`src/core/acs_pkg.sv`:
```
// package: register map, field positions and timing for the sequencer
package acs_pkg;

  // register byte offsets on the wishbone bus
  localparam logic [7:0] ACS_CTRL_OFS  = 8'h00;
  localparam logic [7:0] ACS_STAT_OFS  = 8'h04;
  localparam logic [7:0] ACS_DATA_OFS  = 8'h08;
  localparam logic [7:0] ACS_ISTAT_OFS = 8'h0C;
  localparam logic [7:0] ACS_IMASK_OFS = 8'h10;

  // control register field positions
  localparam int ACS_B_EN    = 0;   // converter_enable
  localparam int ACS_B_GEN   = 1;   // global_input_enable
  localparam int ACS_B_START = 2;   // conversion_start
  localparam int ACS_B_REF   = 3;   // high_reference_select
  localparam int ACS_B_RES   = 4;   // resolution_select
  localparam int ACS_B_SEL   = 8;   // input_select, 4 bits
  localparam int ACS_B_DIV   = 16;  // conversion_clock_divider, 3 bits

  // status register field positions
  localparam int ACS_B_EOC   = 0;
  localparam int ACS_B_BUSY  = 1;

  // reset values
  localparam logic [3:0] ACS_SEL_RST = 4'h0;
  localparam logic [2:0] ACS_DIV_RST = 3'h0;

  // channel plan: 14 pins plus the on-chip temperature channel
  localparam logic [3:0] ACS_LAST_CH = 4'hE;
  localparam logic [3:0] ACS_TEMP_CH = 4'hE;

  // largest divider code (divide by 32)
  localparam logic [2:0] ACS_DIV_MAX = 3'h5;

  // conversion timing in conversion-clock periods
  localparam logic [1:0] ACS_TICK_LAST  = 2'h3;  // 4 periods a step
  localparam logic [3:0] ACS_SAMP_LAST  = 4'h3;  // 4 sampling steps
  localparam logic [3:0] ACS_MSB_12     = 4'hB;  // 12-bit: 16 steps
  localparam logic [3:0] ACS_MSB_8      = 4'h7;  // 8-bit: 12 steps
  localparam logic [6:0] ACS_TICKS_12   = 7'h40; // 16 steps x 4
  localparam logic [6:0] ACS_TICKS_8    = 7'h30; // 12 steps x 4

  // sequencer states
  typedef enum logic [1:0] {
    ACS_IDLE   = 2'b00,
    ACS_SAMPLE = 2'b01,
    ACS_BITS   = 2'b10
  } acs_state_e_t;

endpackage

```
`src/core/acs_core.sv`:
```
// conversion sequencer: wishbone registers, channel routing and SAR control
//
// Function
// fourteen pins plus one internal, one routed
// full resolution gives twelve-bit result
// enable plus start bits begin conversion; the code also requires global enable written as one
// done sets end flag, stores result
// input connects only with global enable
// reference select: zero internal, one external
// resolution bit picks eight or twelve bits
// twelve or sixteen steps, four clocks each
// conversion time runs start to end flag
// three-bit divider: none, 2,4,8,16,32
// peripheral clock kept below 16 MHz
// software disables converter before sleep
// software waits 100 us after enable
// start self-clears; start clears end flag
// select value indexes input directly
// temperature sensor sits on channel fourteen
// enable bit powers converter on, off
// start during conversion is ignored
//
// Chosen here: the placing of the registers and the Wishbone slave port.
`timescale 1ns/1ps
module acs_core
  import acs_pkg::*;
(
  input  wire logic        core_clk,
  input  wire logic        rst_n,
  input  wire logic        wb_cyc_i,
  input  wire logic        wb_stb_i,
  input  wire logic        wb_we_i,
  input  wire logic [7:0]  wb_adr_i,
  input  wire logic [3:0]  wb_sel_i,
  input  wire logic [31:0] wb_dat_i,
  output logic      [31:0] wb_dat_o,
  output logic             wb_ack_o,
  input  wire logic        cmp_above,
  output logic             adc_power,
  output logic             ain_connect,
  output logic      [3:0]  ain_sel,
  output logic             temp_route,
  output logic             ref_ext_sel,
  output logic             sample_hold,
  output logic      [11:0] dac_code,
  output logic             irq
);

  // all state of the block
  typedef struct packed {
    logic         ack;     // bus answer
    logic [31:0]  rdat;    // read data
    logic         en;      // converter_enable
    logic         gen;     // global_input_enable
    logic         refx;    // high_reference_select
    logic         res;     // resolution_select, 1 = 12 bit
    logic [3:0]   sel;     // input_select
    logic [2:0]   div;     // conversion_clock_divider
    logic         busy;    // conversion in flight
    logic         eoc;     // end of conversion flag
    logic [11:0]  result;  // result_register
    logic         istat;   // sticky done event
    logic         imask;   // done event mask
    logic         irq;     // interrupt line
    acs_state_e_t st;      // sequencer state
    logic [1:0]   tk;      // period within a step
    logic [3:0]   cnt;     // sample step or bit index
    logic         l_res;   // resolution held for the conversion
    logic [3:0]   l_sel;   // channel held for the conversion
    logic [2:0]   l_div;   // divider held for the conversion
    logic [11:0]  dac;     // trial code
    logic         cmp_s1;  // comparator sync, first stage
    logic         cmp_s2;  // comparator sync, second stage
    logic         conn;    // analog switch closed
    logic [3:0]   rsel;    // channel driven to the mux
    logic         trt;     // temperature channel routed
    logic         smp;     // sampling switch closed
  } acs_st_t;

  acs_st_t     q;       // registered state
  acs_st_t     d;       // next state
  logic        acc;     // new bus request this cycle
  logic        wr;      // write request
  logic [7:0]  adr_w;   // word-aligned byte address
  logic        go;      // a write asks for a conversion
  logic        start;   // conversion accepted
  logic        tick;    // one conversion clock period
  logic [3:0]  msb;     // top bit for the held resolution

  // bus decode; ack is registered so each request is seen once
  assign acc   = wb_cyc_i & wb_stb_i & ~q.ack;
  assign wr    = acc & wb_we_i;
  assign adr_w = {wb_adr_i[7:2], 2'b00};

  // start needs start, global enable and power written as ones
  assign go = wr && (adr_w == ACS_CTRL_OFS) && wb_sel_i[0]
              && wb_dat_i[ACS_B_START] && wb_dat_i[ACS_B_GEN]
              && wb_dat_i[ACS_B_EN];
  // a request during a conversion is dropped
  assign start = go && !q.busy;
  assign msb   = q.l_res ? ACS_MSB_12 : ACS_MSB_8;

  // conversion clock from the held divider code
  acs_clkdiv u_div (
    .core_clk (core_clk),
    .rst_n    (rst_n),
    .clear    (start),
    .div_sel  (q.l_div),
    .tick     (tick)
  );

  // next-state logic: bus, sequencer, outputs
  always_comb begin
    d = q;
    // comparator enters through two flip-flops
    d.cmp_s1 = cmp_above;
    d.cmp_s2 = q.cmp_s1;
    d.ack    = acc;
    d.rdat   = 32'h0000_0000;

    // register writes, honouring byte lanes
    if (wr) begin
      case (adr_w)
        ACS_CTRL_OFS: begin
          if (wb_sel_i[0]) begin
            d.en   = wb_dat_i[ACS_B_EN];
            d.gen  = wb_dat_i[ACS_B_GEN];
            d.refx = wb_dat_i[ACS_B_REF];
            d.res  = wb_dat_i[ACS_B_RES];
          end
          if (wb_sel_i[1]) begin
            d.sel = wb_dat_i[ACS_B_SEL +: 4];
          end
          if (wb_sel_i[2]) begin
            d.div = wb_dat_i[ACS_B_DIV +: 3];
          end
        end
        ACS_ISTAT_OFS: begin
          // write one to clear
          if (wb_sel_i[0] && wb_dat_i[0]) begin
            d.istat = 1'b0;
          end
        end
        ACS_IMASK_OFS: begin
          if (wb_sel_i[0]) begin
            d.imask = wb_dat_i[0];
          end
        end
        default: begin
          // read-only or unmapped: write ignored
        end
      endcase
    end

    // register reads; unmapped words read zero
    if (acc && !wb_we_i) begin
      case (adr_w)
        ACS_CTRL_OFS: begin
          d.rdat[ACS_B_EN]       = q.en;
          d.rdat[ACS_B_GEN]      = q.gen;
          d.rdat[ACS_B_START]    = q.busy;
          d.rdat[ACS_B_REF]      = q.refx;
          d.rdat[ACS_B_RES]      = q.res;
          d.rdat[ACS_B_SEL +: 4] = q.sel;
          d.rdat[ACS_B_DIV +: 3] = q.div;
        end
        ACS_STAT_OFS: begin
          d.rdat[ACS_B_EOC]  = q.eoc;
          d.rdat[ACS_B_BUSY] = q.busy;
        end
        ACS_DATA_OFS: begin
          d.rdat[11:0] = q.result;
        end
        ACS_ISTAT_OFS: begin
          d.rdat[0] = q.istat;
        end
        ACS_IMASK_OFS: begin
          d.rdat[0] = q.imask;
        end
        default: begin
          d.rdat = 32'h0000_0000;
        end
      endcase
    end

    // successive approximation sequencer
    case (q.st)
      ACS_IDLE: begin
        if (start) begin
          d.st    = ACS_SAMPLE;
          d.busy  = 1'b1;
          d.eoc   = 1'b0;
          d.l_res = wb_dat_i[ACS_B_RES];
          d.l_sel = wb_sel_i[1] ? wb_dat_i[ACS_B_SEL +: 4] : q.sel;
          d.l_div = wb_sel_i[2] ? wb_dat_i[ACS_B_DIV +: 3] : q.div;
          d.tk    = 2'h0;
          d.cnt   = 4'h0;
          d.dac   = 12'h000;
        end
      end
      ACS_SAMPLE: begin
        // four steps of sampling before the first bit
        if (tick) begin
          d.tk = q.tk + 2'h1;
          if (q.tk == ACS_TICK_LAST) begin
            if (q.cnt == ACS_SAMP_LAST) begin
              d.st       = ACS_BITS;
              d.cnt      = msb;
              d.dac[msb] = 1'b1;
            end else begin
              d.cnt = q.cnt + 4'h1;
            end
          end
        end
      end
      ACS_BITS: begin
        // one result bit per step, msb first
        if (tick) begin
          d.tk = q.tk + 2'h1;
          if (q.tk == ACS_TICK_LAST) begin
            if (!q.cmp_s2) begin
              d.dac[q.cnt] = 1'b0;
            end
            if (q.cnt == 4'h0) begin
              d.st     = ACS_IDLE;
              d.busy   = 1'b0;
              d.eoc    = 1'b1;
              d.result = d.dac;
              d.istat  = 1'b1;    // set beats clear
            end else begin
              d.cnt            = q.cnt - 4'h1;
              d.dac[q.cnt - 4'h1] = 1'b1;
            end
          end
        end
      end
      default: begin
        d.st = ACS_IDLE;
      end
    endcase

    // power-down aborts a conversion without an end flag
    if (!d.en && q.busy) begin
      d.st   = ACS_IDLE;
      d.busy = 1'b0;
    end

    // analog routing follows the held channel while busy
    d.rsel = d.busy ? d.l_sel : d.sel;
    d.conn = d.en && d.gen && (d.rsel <= ACS_LAST_CH);
    d.trt  = d.conn && (d.rsel == ACS_TEMP_CH);
    d.smp  = d.conn && (d.st == ACS_SAMPLE);
    d.irq  = d.istat & d.imask;
  end

  // state register
  always_ff @(posedge core_clk) begin
    if (!rst_n) begin
      q      <= '0;
      q.sel  <= ACS_SEL_RST;
      q.div  <= ACS_DIV_RST;
      q.st   <= ACS_IDLE;
    end else begin
      q <= d;
    end
  end

  // outputs straight from the state register
  assign wb_dat_o    = q.rdat;
  assign wb_ack_o    = q.ack;
  assign adc_power   = q.en;
  assign ain_connect = q.conn;
  assign ain_sel     = q.rsel;
  assign temp_route  = q.trt;
  assign ref_ext_sel = q.refx;
  assign sample_hold = q.smp;
  assign dac_code    = q.dac;
  assign irq         = q.irq;

  // assertion helper: conversion clocks seen in one conversion
  logic [6:0] nt_q;
  always_ff @(posedge core_clk) begin
    if (!rst_n || start) begin
      nt_q <= 7'h00;
    end else if (q.busy && tick) begin
      nt_q <= nt_q + 7'h01;
    end
  end
endmodule

```
`src/core/acs_clkdiv.sv`:
```
// conversion clock tick generator: divides core_clk by 1..32
`timescale 1ns/1ps
module acs_clkdiv
  import acs_pkg::*;
(
  input  wire logic       core_clk,
  input  wire logic       rst_n,
  input  wire logic       clear,
  input  wire logic [2:0] div_sel,
  output logic            tick
);

  logic [4:0] cnt_q;  // cycles within one divided period
  logic [4:0] cnt_d;
  logic [4:0] lim;    // last count of the period
  logic [2:0] code;   // code clamped to divide by 32

  // reserved codes above divide-by-32 behave as divide-by-32
  assign code = (div_sel > ACS_DIV_MAX) ? ACS_DIV_MAX : div_sel;
  assign lim  = 5'((6'h01 << code) - 6'h01);
  assign tick = (cnt_q == lim);

  // restart on clear so every conversion has a fixed length
  always_comb begin
    if (clear || tick) begin
      cnt_d = 5'h00;
    end else begin
      cnt_d = cnt_q + 5'h01;
    end
  end

  // counter register
  always_ff @(posedge core_clk) begin
    if (!rst_n) begin
      cnt_q <= 5'h00;
    end else begin
      cnt_q <= cnt_d;
    end
  end

endmodule

```
`config.mk`:
```
export PLATFORM = sky130hd
export DESIGN_NAME = acs_core
export DESIGN_NICKNAME = d
export VERILOG_FILES = /design/src/core/acs_pkg.sv /design/src/core/acs_core.sv /design/src/core/acs_clkdiv.sv
export SDC_FILE = /design/constraint.sdc
export NUM_CORES = 1
export LEC_CHECK = 0
export ABC_CLOCK_PERIOD_IN_PS = 2790
export BUFFER_PORTS_ARGS = -buffer_cell sky130_fd_sc_hd__buf_2
export CAP_MARGIN = 20
export CELL_PAD_IN_SITES_DETAIL_PLACEMENT = 1
export CELL_PAD_IN_SITES_GLOBAL_PLACEMENT = 1
export CORE_ASPECT_RATIO = 1.75
export CORE_UTILIZATION = 38
export CTS_BUF_LIST = sky130_fd_sc_hd__clkbuf_8
export DETAILED_ROUTE_END_ITERATION = 7
export PLACE_DENSITY_LB_ADDON = 0.05
export SLEW_MARGIN = 30
export SYNTH_ARGS = -nofsm -noshare
export SYNTH_HDL_FRONTEND = slang
export SYNTH_SLANG_ARGS = --single-unit
```
`constraint.sdc`:
```
create_clock -name core_clk -period 2.79 [get_ports core_clk]
set_input_delay 0 -clock core_clk [delete_from_list [all_inputs] [get_ports core_clk]]
set_output_delay 0 -clock core_clk [all_outputs]
set_load 0.005 [all_outputs]
```
# Word level (Yosys, flattened, before mapping)
# Cells that the tools add are included.
# W data, S select, Z words.
dict set report word_totals {
  ff_bits 103
  output_inout_bits 55
  wordCells 167
}
dict set report op_classes {
  add_sub_neg 5
  magnitude_cmp 8
  n_eq_ne 19
  shifts 1
  muxes 56
  bitwise_logic 10
  reduce_logical 37
}
# op count
set ops {}
lappend ops {{$mux W12} 10}
lappend ops {{$mux W15} 3}
lappend ops {{$pmux W12 S3} 1}
lappend ops {{$mux W4} 8}
lappend ops {{$mux W28} 1}
lappend ops {{$or A12 B12 Y12} 2}
lappend ops {{$mux W11} 2}
lappend ops {{$pmux W6 S3} 1}
lappend ops {{$logic_and A1 B1 Y1} 16}
lappend ops {{$mux W8} 2}
lappend ops {{$lt A4 B5 Y1 const B} 3}
lappend ops {{$mux W2} 7}
lappend ops {{$reduce_and A7 Y1} 2}
lappend ops {{$and A12 B12 Y12} 1}
lappend ops {{$demux W1 S4} 3}
lappend ops {{$eq A6 B2 Y1 const B} 2}
lappend ops {{$ge A4 B1 Y1 const B} 3}
lappend ops {{$not A12 Y12} 1}
lappend ops {{$ne A2 B2 Y1 const B} 5}
lappend ops {{$mux W1} 9}
lappend ops {{$reduce_and A3 Y1} 3}
lappend ops {{$logic_not A8 Y1} 1}
lappend ops {{$pmux W4 S2} 1}
lappend ops {{$reduce_and A4 Y1} 2}
lappend ops {{34 further kinds} 47}

# Longest topological paths before layout
dict set report depth {
  ltp_word 19
  depth_mapped 12
}

# Cells and area by module
# From an unflattened synthesis, not the netlist that was laid out.
dict set report hier_totals {
  cells_unflattened 520
  area_unflattened_um2 4682.0
}
# mod instances cells_per_inst area_each_um2 seq_area_each_um2
set modules_own_cells {}
lappend modules_own_cells {acs_core 1 491 4374.2 1621.6}
lappend modules_own_cells {acs_clkdiv 1 29 307.8 100.1}

# Worst setup path after synthesis
# OpenSTA, ideal clock, no wires.
dict set report synth_path {
  kind {reg-to-reg}
  from {register q[23] (netlist bit)}
  to {register q, in the netlist sample_hold}
  setup_ps 103
  arrival_ps 2823
  required_time_ps 2687
  setup_slack_ps -137
  path_stages_with_launch 12
  n_path_buf 3
  period_less_slack_ps 2927
  path_cell_list {dfxtp_1 buf_6 or3_2 ha_1 xor2_1 a211o_1 and3_1 buf_6 a211o_1 buf_6 mux2_4 a2111oi_2}
}
dict set report synth_via {
  elab_chain_len 12
  elab_cells_between_ends 17
  classes_between {add/sub (1); order compare (2); eq/ne (2); shift (1); mux (9); reduce/logical (2)}
}
# element line_no
set synth_rtl {}
lappend synth_rtl {{start, declared} acs_core.sv:80} ;# acs_st_t q;
lappend synth_rtl {{$gt A3 B3 Y1} acs_clkdiv.sv:19} ;# assign code = (div_sel > ACS_DIV_MAX) ? ACS_DIV_MAX : div_sel;
lappend synth_rtl {{$mux W3 *} acs_clkdiv.sv:19}
lappend synth_rtl {{$shl A1 B3 Y5 *} acs_clkdiv.sv:20} ;# assign lim = 5'((6'h01 << code) - 6'h01);
lappend synth_rtl {{$sub A5 B1 Y5 *} acs_clkdiv.sv:20}
lappend synth_rtl {{$eq A5 B5 Y1 *} acs_clkdiv.sv:21} ;# assign tick = (cnt_q == lim);
lappend synth_rtl {{$mux W15} acs_core.sv:218} ;# if (tick) begin
lappend synth_rtl {{$pmux W2 S2} acs_core.sv:187} ;# case (q.st)
lappend synth_rtl {{$mux W1} acs_core.sv:243} ;# if (!d.en && q.busy) begin
lappend synth_rtl {{$mux W4} acs_core.sv:249} ;# d.rsel = d.busy ? d.l_sel : d.sel;
lappend synth_rtl {{$le A4 B4 Y1} acs_core.sv:250} ;# d.conn = d.en && d.gen && (d.rsel <= ACS_LAST_CH);
lappend synth_rtl {{$logic_and A1 B1 Y1} acs_core.sv:250}
lappend synth_rtl {{$logic_and A1 B1 Y1 *} acs_core.sv:252} ;# d.smp = d.conn && (d.st == ACS_SAMPLE);
# Mark *: on every way between the ends. The rest lies on a longest branch, timed or not. The select of a mux whose other input is x is not followed.
# A chain may end at the register's enable or synchronous reset.

# Worst setup path in the final report
dict set report layout_path {
  from {register q[23] (netlist bit)}
  to {register q, in the netlist temp_route}
}
dict set report layout_via {
  elab_chain_len 12
  elab_cells_between_ends 13
  classes_between {add/sub (1); order compare (2); eq/ne (2); shift (1); mux (5); reduce/logical (2)}
}
# element line_no
set layout_rtl {}
lappend layout_rtl {{$gt A3 B3 Y1} acs_clkdiv.sv:19}
lappend layout_rtl {{$mux W3 *} acs_clkdiv.sv:19}
lappend layout_rtl {{$shl A1 B3 Y5 *} acs_clkdiv.sv:20}
lappend layout_rtl {{$sub A5 B1 Y5 *} acs_clkdiv.sv:20}
lappend layout_rtl {{$eq A5 B5 Y1 *} acs_clkdiv.sv:21}
lappend layout_rtl {{$mux W15 *} acs_core.sv:218}
lappend layout_rtl {{$pmux W2 S2 *} acs_core.sv:187}
lappend layout_rtl {{$mux W1 *} acs_core.sv:243}
lappend layout_rtl {{$mux W4 *} acs_core.sv:249}
lappend layout_rtl {{$le A4 B4 Y1} acs_core.sv:250}
lappend layout_rtl {{$logic_and A1 B1 Y1} acs_core.sv:250}
lappend layout_rtl {{$logic_and A1 B1 Y1 *} acs_core.sv:251} ;# d.trt = d.conn && (d.rsel == ACS_TEMP_CH);
# Marks and branches as above.

==> key figures <==
Outcome
  • Status: complete, but fails checks
  • Failing checks: design-rule violations

Worst setup path
  • Crit-path max cell delay: 400 ps
  • Crit Path Category: reg -> reg
  • RR Startpoint: q[23]$_SDFFE_PN0P_
  • Worst Path Required: 3070 ps
  • Critical Path Slowest Stage Cell: or3_4
  • Reg2Reg Depth: 8
  • Reg2reg setup slack: 150 ps
  • Crit path max fanout: 5
  • Critical-path cell list: or3_4 > ha_4 > xor2_1 > a211o_1 > and3_1 > a211o_4 > mux2_4 > nor4bb_2
  • Critical Path AT: 2930 ps
  • CP endpoint kind: flip-flop
  • Cell family with most CP delay: simple AND/OR/NAND/NOR gates
  • Crit path launch type: flip-flop
  • R2R Path End: temp_route$_SDFF_PN0_
  • Worst path buffer plus inverter count: 0

Timing
  • Final slew viol count: 0
  • Post-Route Setup TNS: 0 ps
  • Setup-failing EPs final: 0
  • Max-slew headroom: 0.6635
  • F_max: 378.6 MHz
  • Final hold violations: 0
  • Least-Margin Pin Slew: 499.2 ps
  • RSZ-0062 raised after global routing: false
  • Layout Skew: 14.37 ps
  • Minimum clock period: 2641 ps
  • Period utilisation layout: 0.9467

Finish
  • Antenna cell count: 0
  • Nets@finish: 664
  • Area Overhead vs Synth: 14.94%
  • Finished Cell Area: 0.005324 mm2
  • Fraction of layout cells with a size suffix above 1: 0.2046

Power and ir drop
  • Maximum VDD drop: 207.0 uV
  • Leakage: 2.162 nW
  • PwrDens: 411.7 mW/mm2

Hold path
  • Worst hold endpoint: q[34]$_SDFFE_PN0P_
  • WHS Path Cells: 3
  • Worst Hold Class: in -> reg
  • Hold Startpoint: rst_n

Synth
  • Main flop type after synthesis: dfxtp_1
  • Post-Syn Area: 0.004632 mm2
  • Cells after Synth: 542
  • Yosys reg bits: 86
  • Main area contributors after synthesis: dfxtp_1 (37%), buf_4 (7.8%), mux2i_1 (7.3%)
  • Yosys top cell area share: 0.3717
  • Post-synth EDFFs: 0
  • Post-synthesis sequential area ratio: 0.3717
  • Post-synth cell types: 62
  • Syn avg cell area: 8.546 um2
  • Yosys top cell by area: dfxtp_1
  • Synth warn: 0
  • Ys async rst share: 0

GRT
  • Congestion Overflow GR: 0
  • Largest net degree at the start of global routing: 38
  • Initial antenna violation count: 0
  • First-pass GRT wire length: 20.81 mm
  • GRT Total Usage: 0.2142
  • Number of global-route vias before repair: 4,123

CTS
  • CTS tree: done
  • Clock Path Buffers: 2
  • Worst-path clk slew: 100 ps
  • Num CTS Buffers: 9
  • Root Buffer: clkbuf_8
  • # H-tree levels: 3
  • Total clock sinks: 86
  • Clock latency on the worst-skew pair: 380 ps

Floorplanning
  • Initial Util: 0.3881
  • # rows: 53
  • Die X: 85.46 um
  • Die Height: 148.1 um
  • Boundary Pins: 105
  • Core ar.: 0.01194 mm2
  • Die ar.: 0.01265 mm2

Route
  • DRC viols: 2
  • Detailed Routing Iterations Pass 1: 6
  • Routed Antenna Nets: 0
  • DRT iter0 DRCs: 91
  • DRT Wirelength: 12.90 mm
  • Vias post-DR: 3,933
  • Wire per inst: 17.37 um
  • Vias per cell: 5.293

Flow run
  • Max-Cap Viols: 0

Place
  • Number of port buffers: 64
  • DP Area: 0.004885 mm2
  • Post-DP HPWL: 9.977 mm
  • Final GP Congestion: 0.8479
-- power breakdown --
part | total [mW] | internal [mW] | leakage (nW) | switching, mW
registers | 1.23 | 1.23 | 0.693 | 0.00168
clock network | 0.863 | 0.361 | 0.0939 | 0.502
logic | 0.0991 | 0.0421 | 1.37 | 0.0570
-- area by class of cell --
class | count | area (um2)
clock buffers | 10 | 137.6
clock inverters | 6 | 51.30
fillers | 1447 | 6613
inverters | 14 | 52.55
multi-input cells | 380 | 2465
flip-flops and latches | 86 | 1722
well taps | 137 | 171.4
repair buffers | 110 | 724.4
-- cells in the final DEF (no fill, tap or decap), types with 4 or more instances in the layout --
master	synthesis	layout
mux2i_1	34	34
dlygate4sd3_1	0	22
o21ai_0	23	23
buf_2	3	64
and3_1	7	7
nand2b_1	16	16
nand4_1	8	8
and2_1	13	13
nor2_1	34	34
nand3b_1	4	4
a21oi_1	27	26
nor2b_1	4	4
a31oi_1	4	4
nand3_1	20	20
a211oi_1	9	8
nand2_1	64	64
ha_1	13	12
a22o_1	7	7
a21o_1	11	11
xor2_1	5	5
nor3_1	7	7
conb_1	1	17
clkbuf_8	0	10
buf_4	48	23
inv_1	14	14
dfxtp_1	86	86
-- sequential cells by signal, indices dropped and copies added, names as in the netlist, 4 cells and up --
register and count:
ain_sel 4, dac_code 12, q 42, u_div.cnt_q 5, wb_dat_o 15
-- routing by layer --
| layer | global-route usage | routed length [um] |
|---|---|---|
| met1 | 0.2237 | 5061 |
| met2 | 0.4096 | 7137 |
| met3 | 0.03607 | 337 |
| met4 | 0.09500 | 367 |
| met5 | 0 | 0 |
-- cells by family after synthesis --
logic type	after synthesis	synth area share
buffers and inverters	92	0.1194
other	1	0.0008096
and+or+nand+nor	191	0.2072
AOI/OAI and AO/OA	112	0.1634
muxes	39	0.08725
DFF	86	0.3717
xor gates and xnor gates	8	0.01513
adders and majority gates	13	0.03512
-- cells in the mapped netlist, drive strengths merged (3+ instances only) --
master  instances
dfxtp          86
nand2          64
buf            54
mux2i          34
nor2           34
a21oi          27
clkbuf         24
o21ai          23
nand3          20
nand2b         16
inv            14
and2           13
ha             13
a21o           12
a211oi          9
and3            8
nand4           8
a22o            7
nor3            7
mux2            5
xor2            5
a31oi           4
nand3b          4
nor2b           4
a211o           3
and4b           3
o211ai          3
or2             3
xnor2           3
-- worst min-delay path, cell delays in order --
cell	delay [ps]
buf_2	110
inv_1	110
nor2_1	120
-- per-stage QoR --
stage | setup slack (ps) | instances | total power, mW | hold slack [ps] | utilization
2_1_floorplan | 25.68 | 558 | 1.315 | 127.3 | -
3_3_place_gp | 181.4 | 705 | 1.339 | 206.9 | 0.4092
3_5_place_dp | 56.93 | 705 | 1.340 | 218.8 | 0.4092
4_1_cts | 39.06 | 743 | 2.220 | 3.313 | 0.4435
5_1_grt | 5.127 | 743 | 2.287 | 4.960 | 0.4460
6_report | 148.6 | 743 | 2.192 | 2.497 | 0.4460
-- worst max-delay path by stage --
| stage | from | endpoint | slack (ps) | cells past startpoint |
|---|---|---|---|---|
| 2_1_floorplan | q[23]$_SDFFE_PN0P_ | sample_hold$_SDFF_PN0_ | 30 | 11 |
| 3_3_place_gp | q[23]$_SDFFE_PN0P_ | temp_route$_SDFF_PN0_ | 180 | 8 |
| 3_5_place_dp | q[23]$_SDFFE_PN0P_ | temp_route$_SDFF_PN0_ | 60 | 8 |
| 4_1_cts | q[23]$_SDFFE_PN0P_ | temp_route$_SDFF_PN0_ | 40 | 8 |
| 5_1_grt | q[23]$_SDFFE_PN0P_ | dac_code[9]$_SDFFE_PN0P_ | 5 | 10 |
| 6_report | q[23]$_SDFFE_PN0P_ | temp_route$_SDFF_PN0_ | 150 | 8 |
-- repair_timing --
action / 4_1_cts / 5_1_grt
hold endpoints to repair: 20 / 0
hold buffers: 22 / 0
setup buffers: 0 / 0
setup endpoints to repair: 0 / 3
resized for setup: 0 / 6
Note: power is estimated with default switching activity, not from simulation.
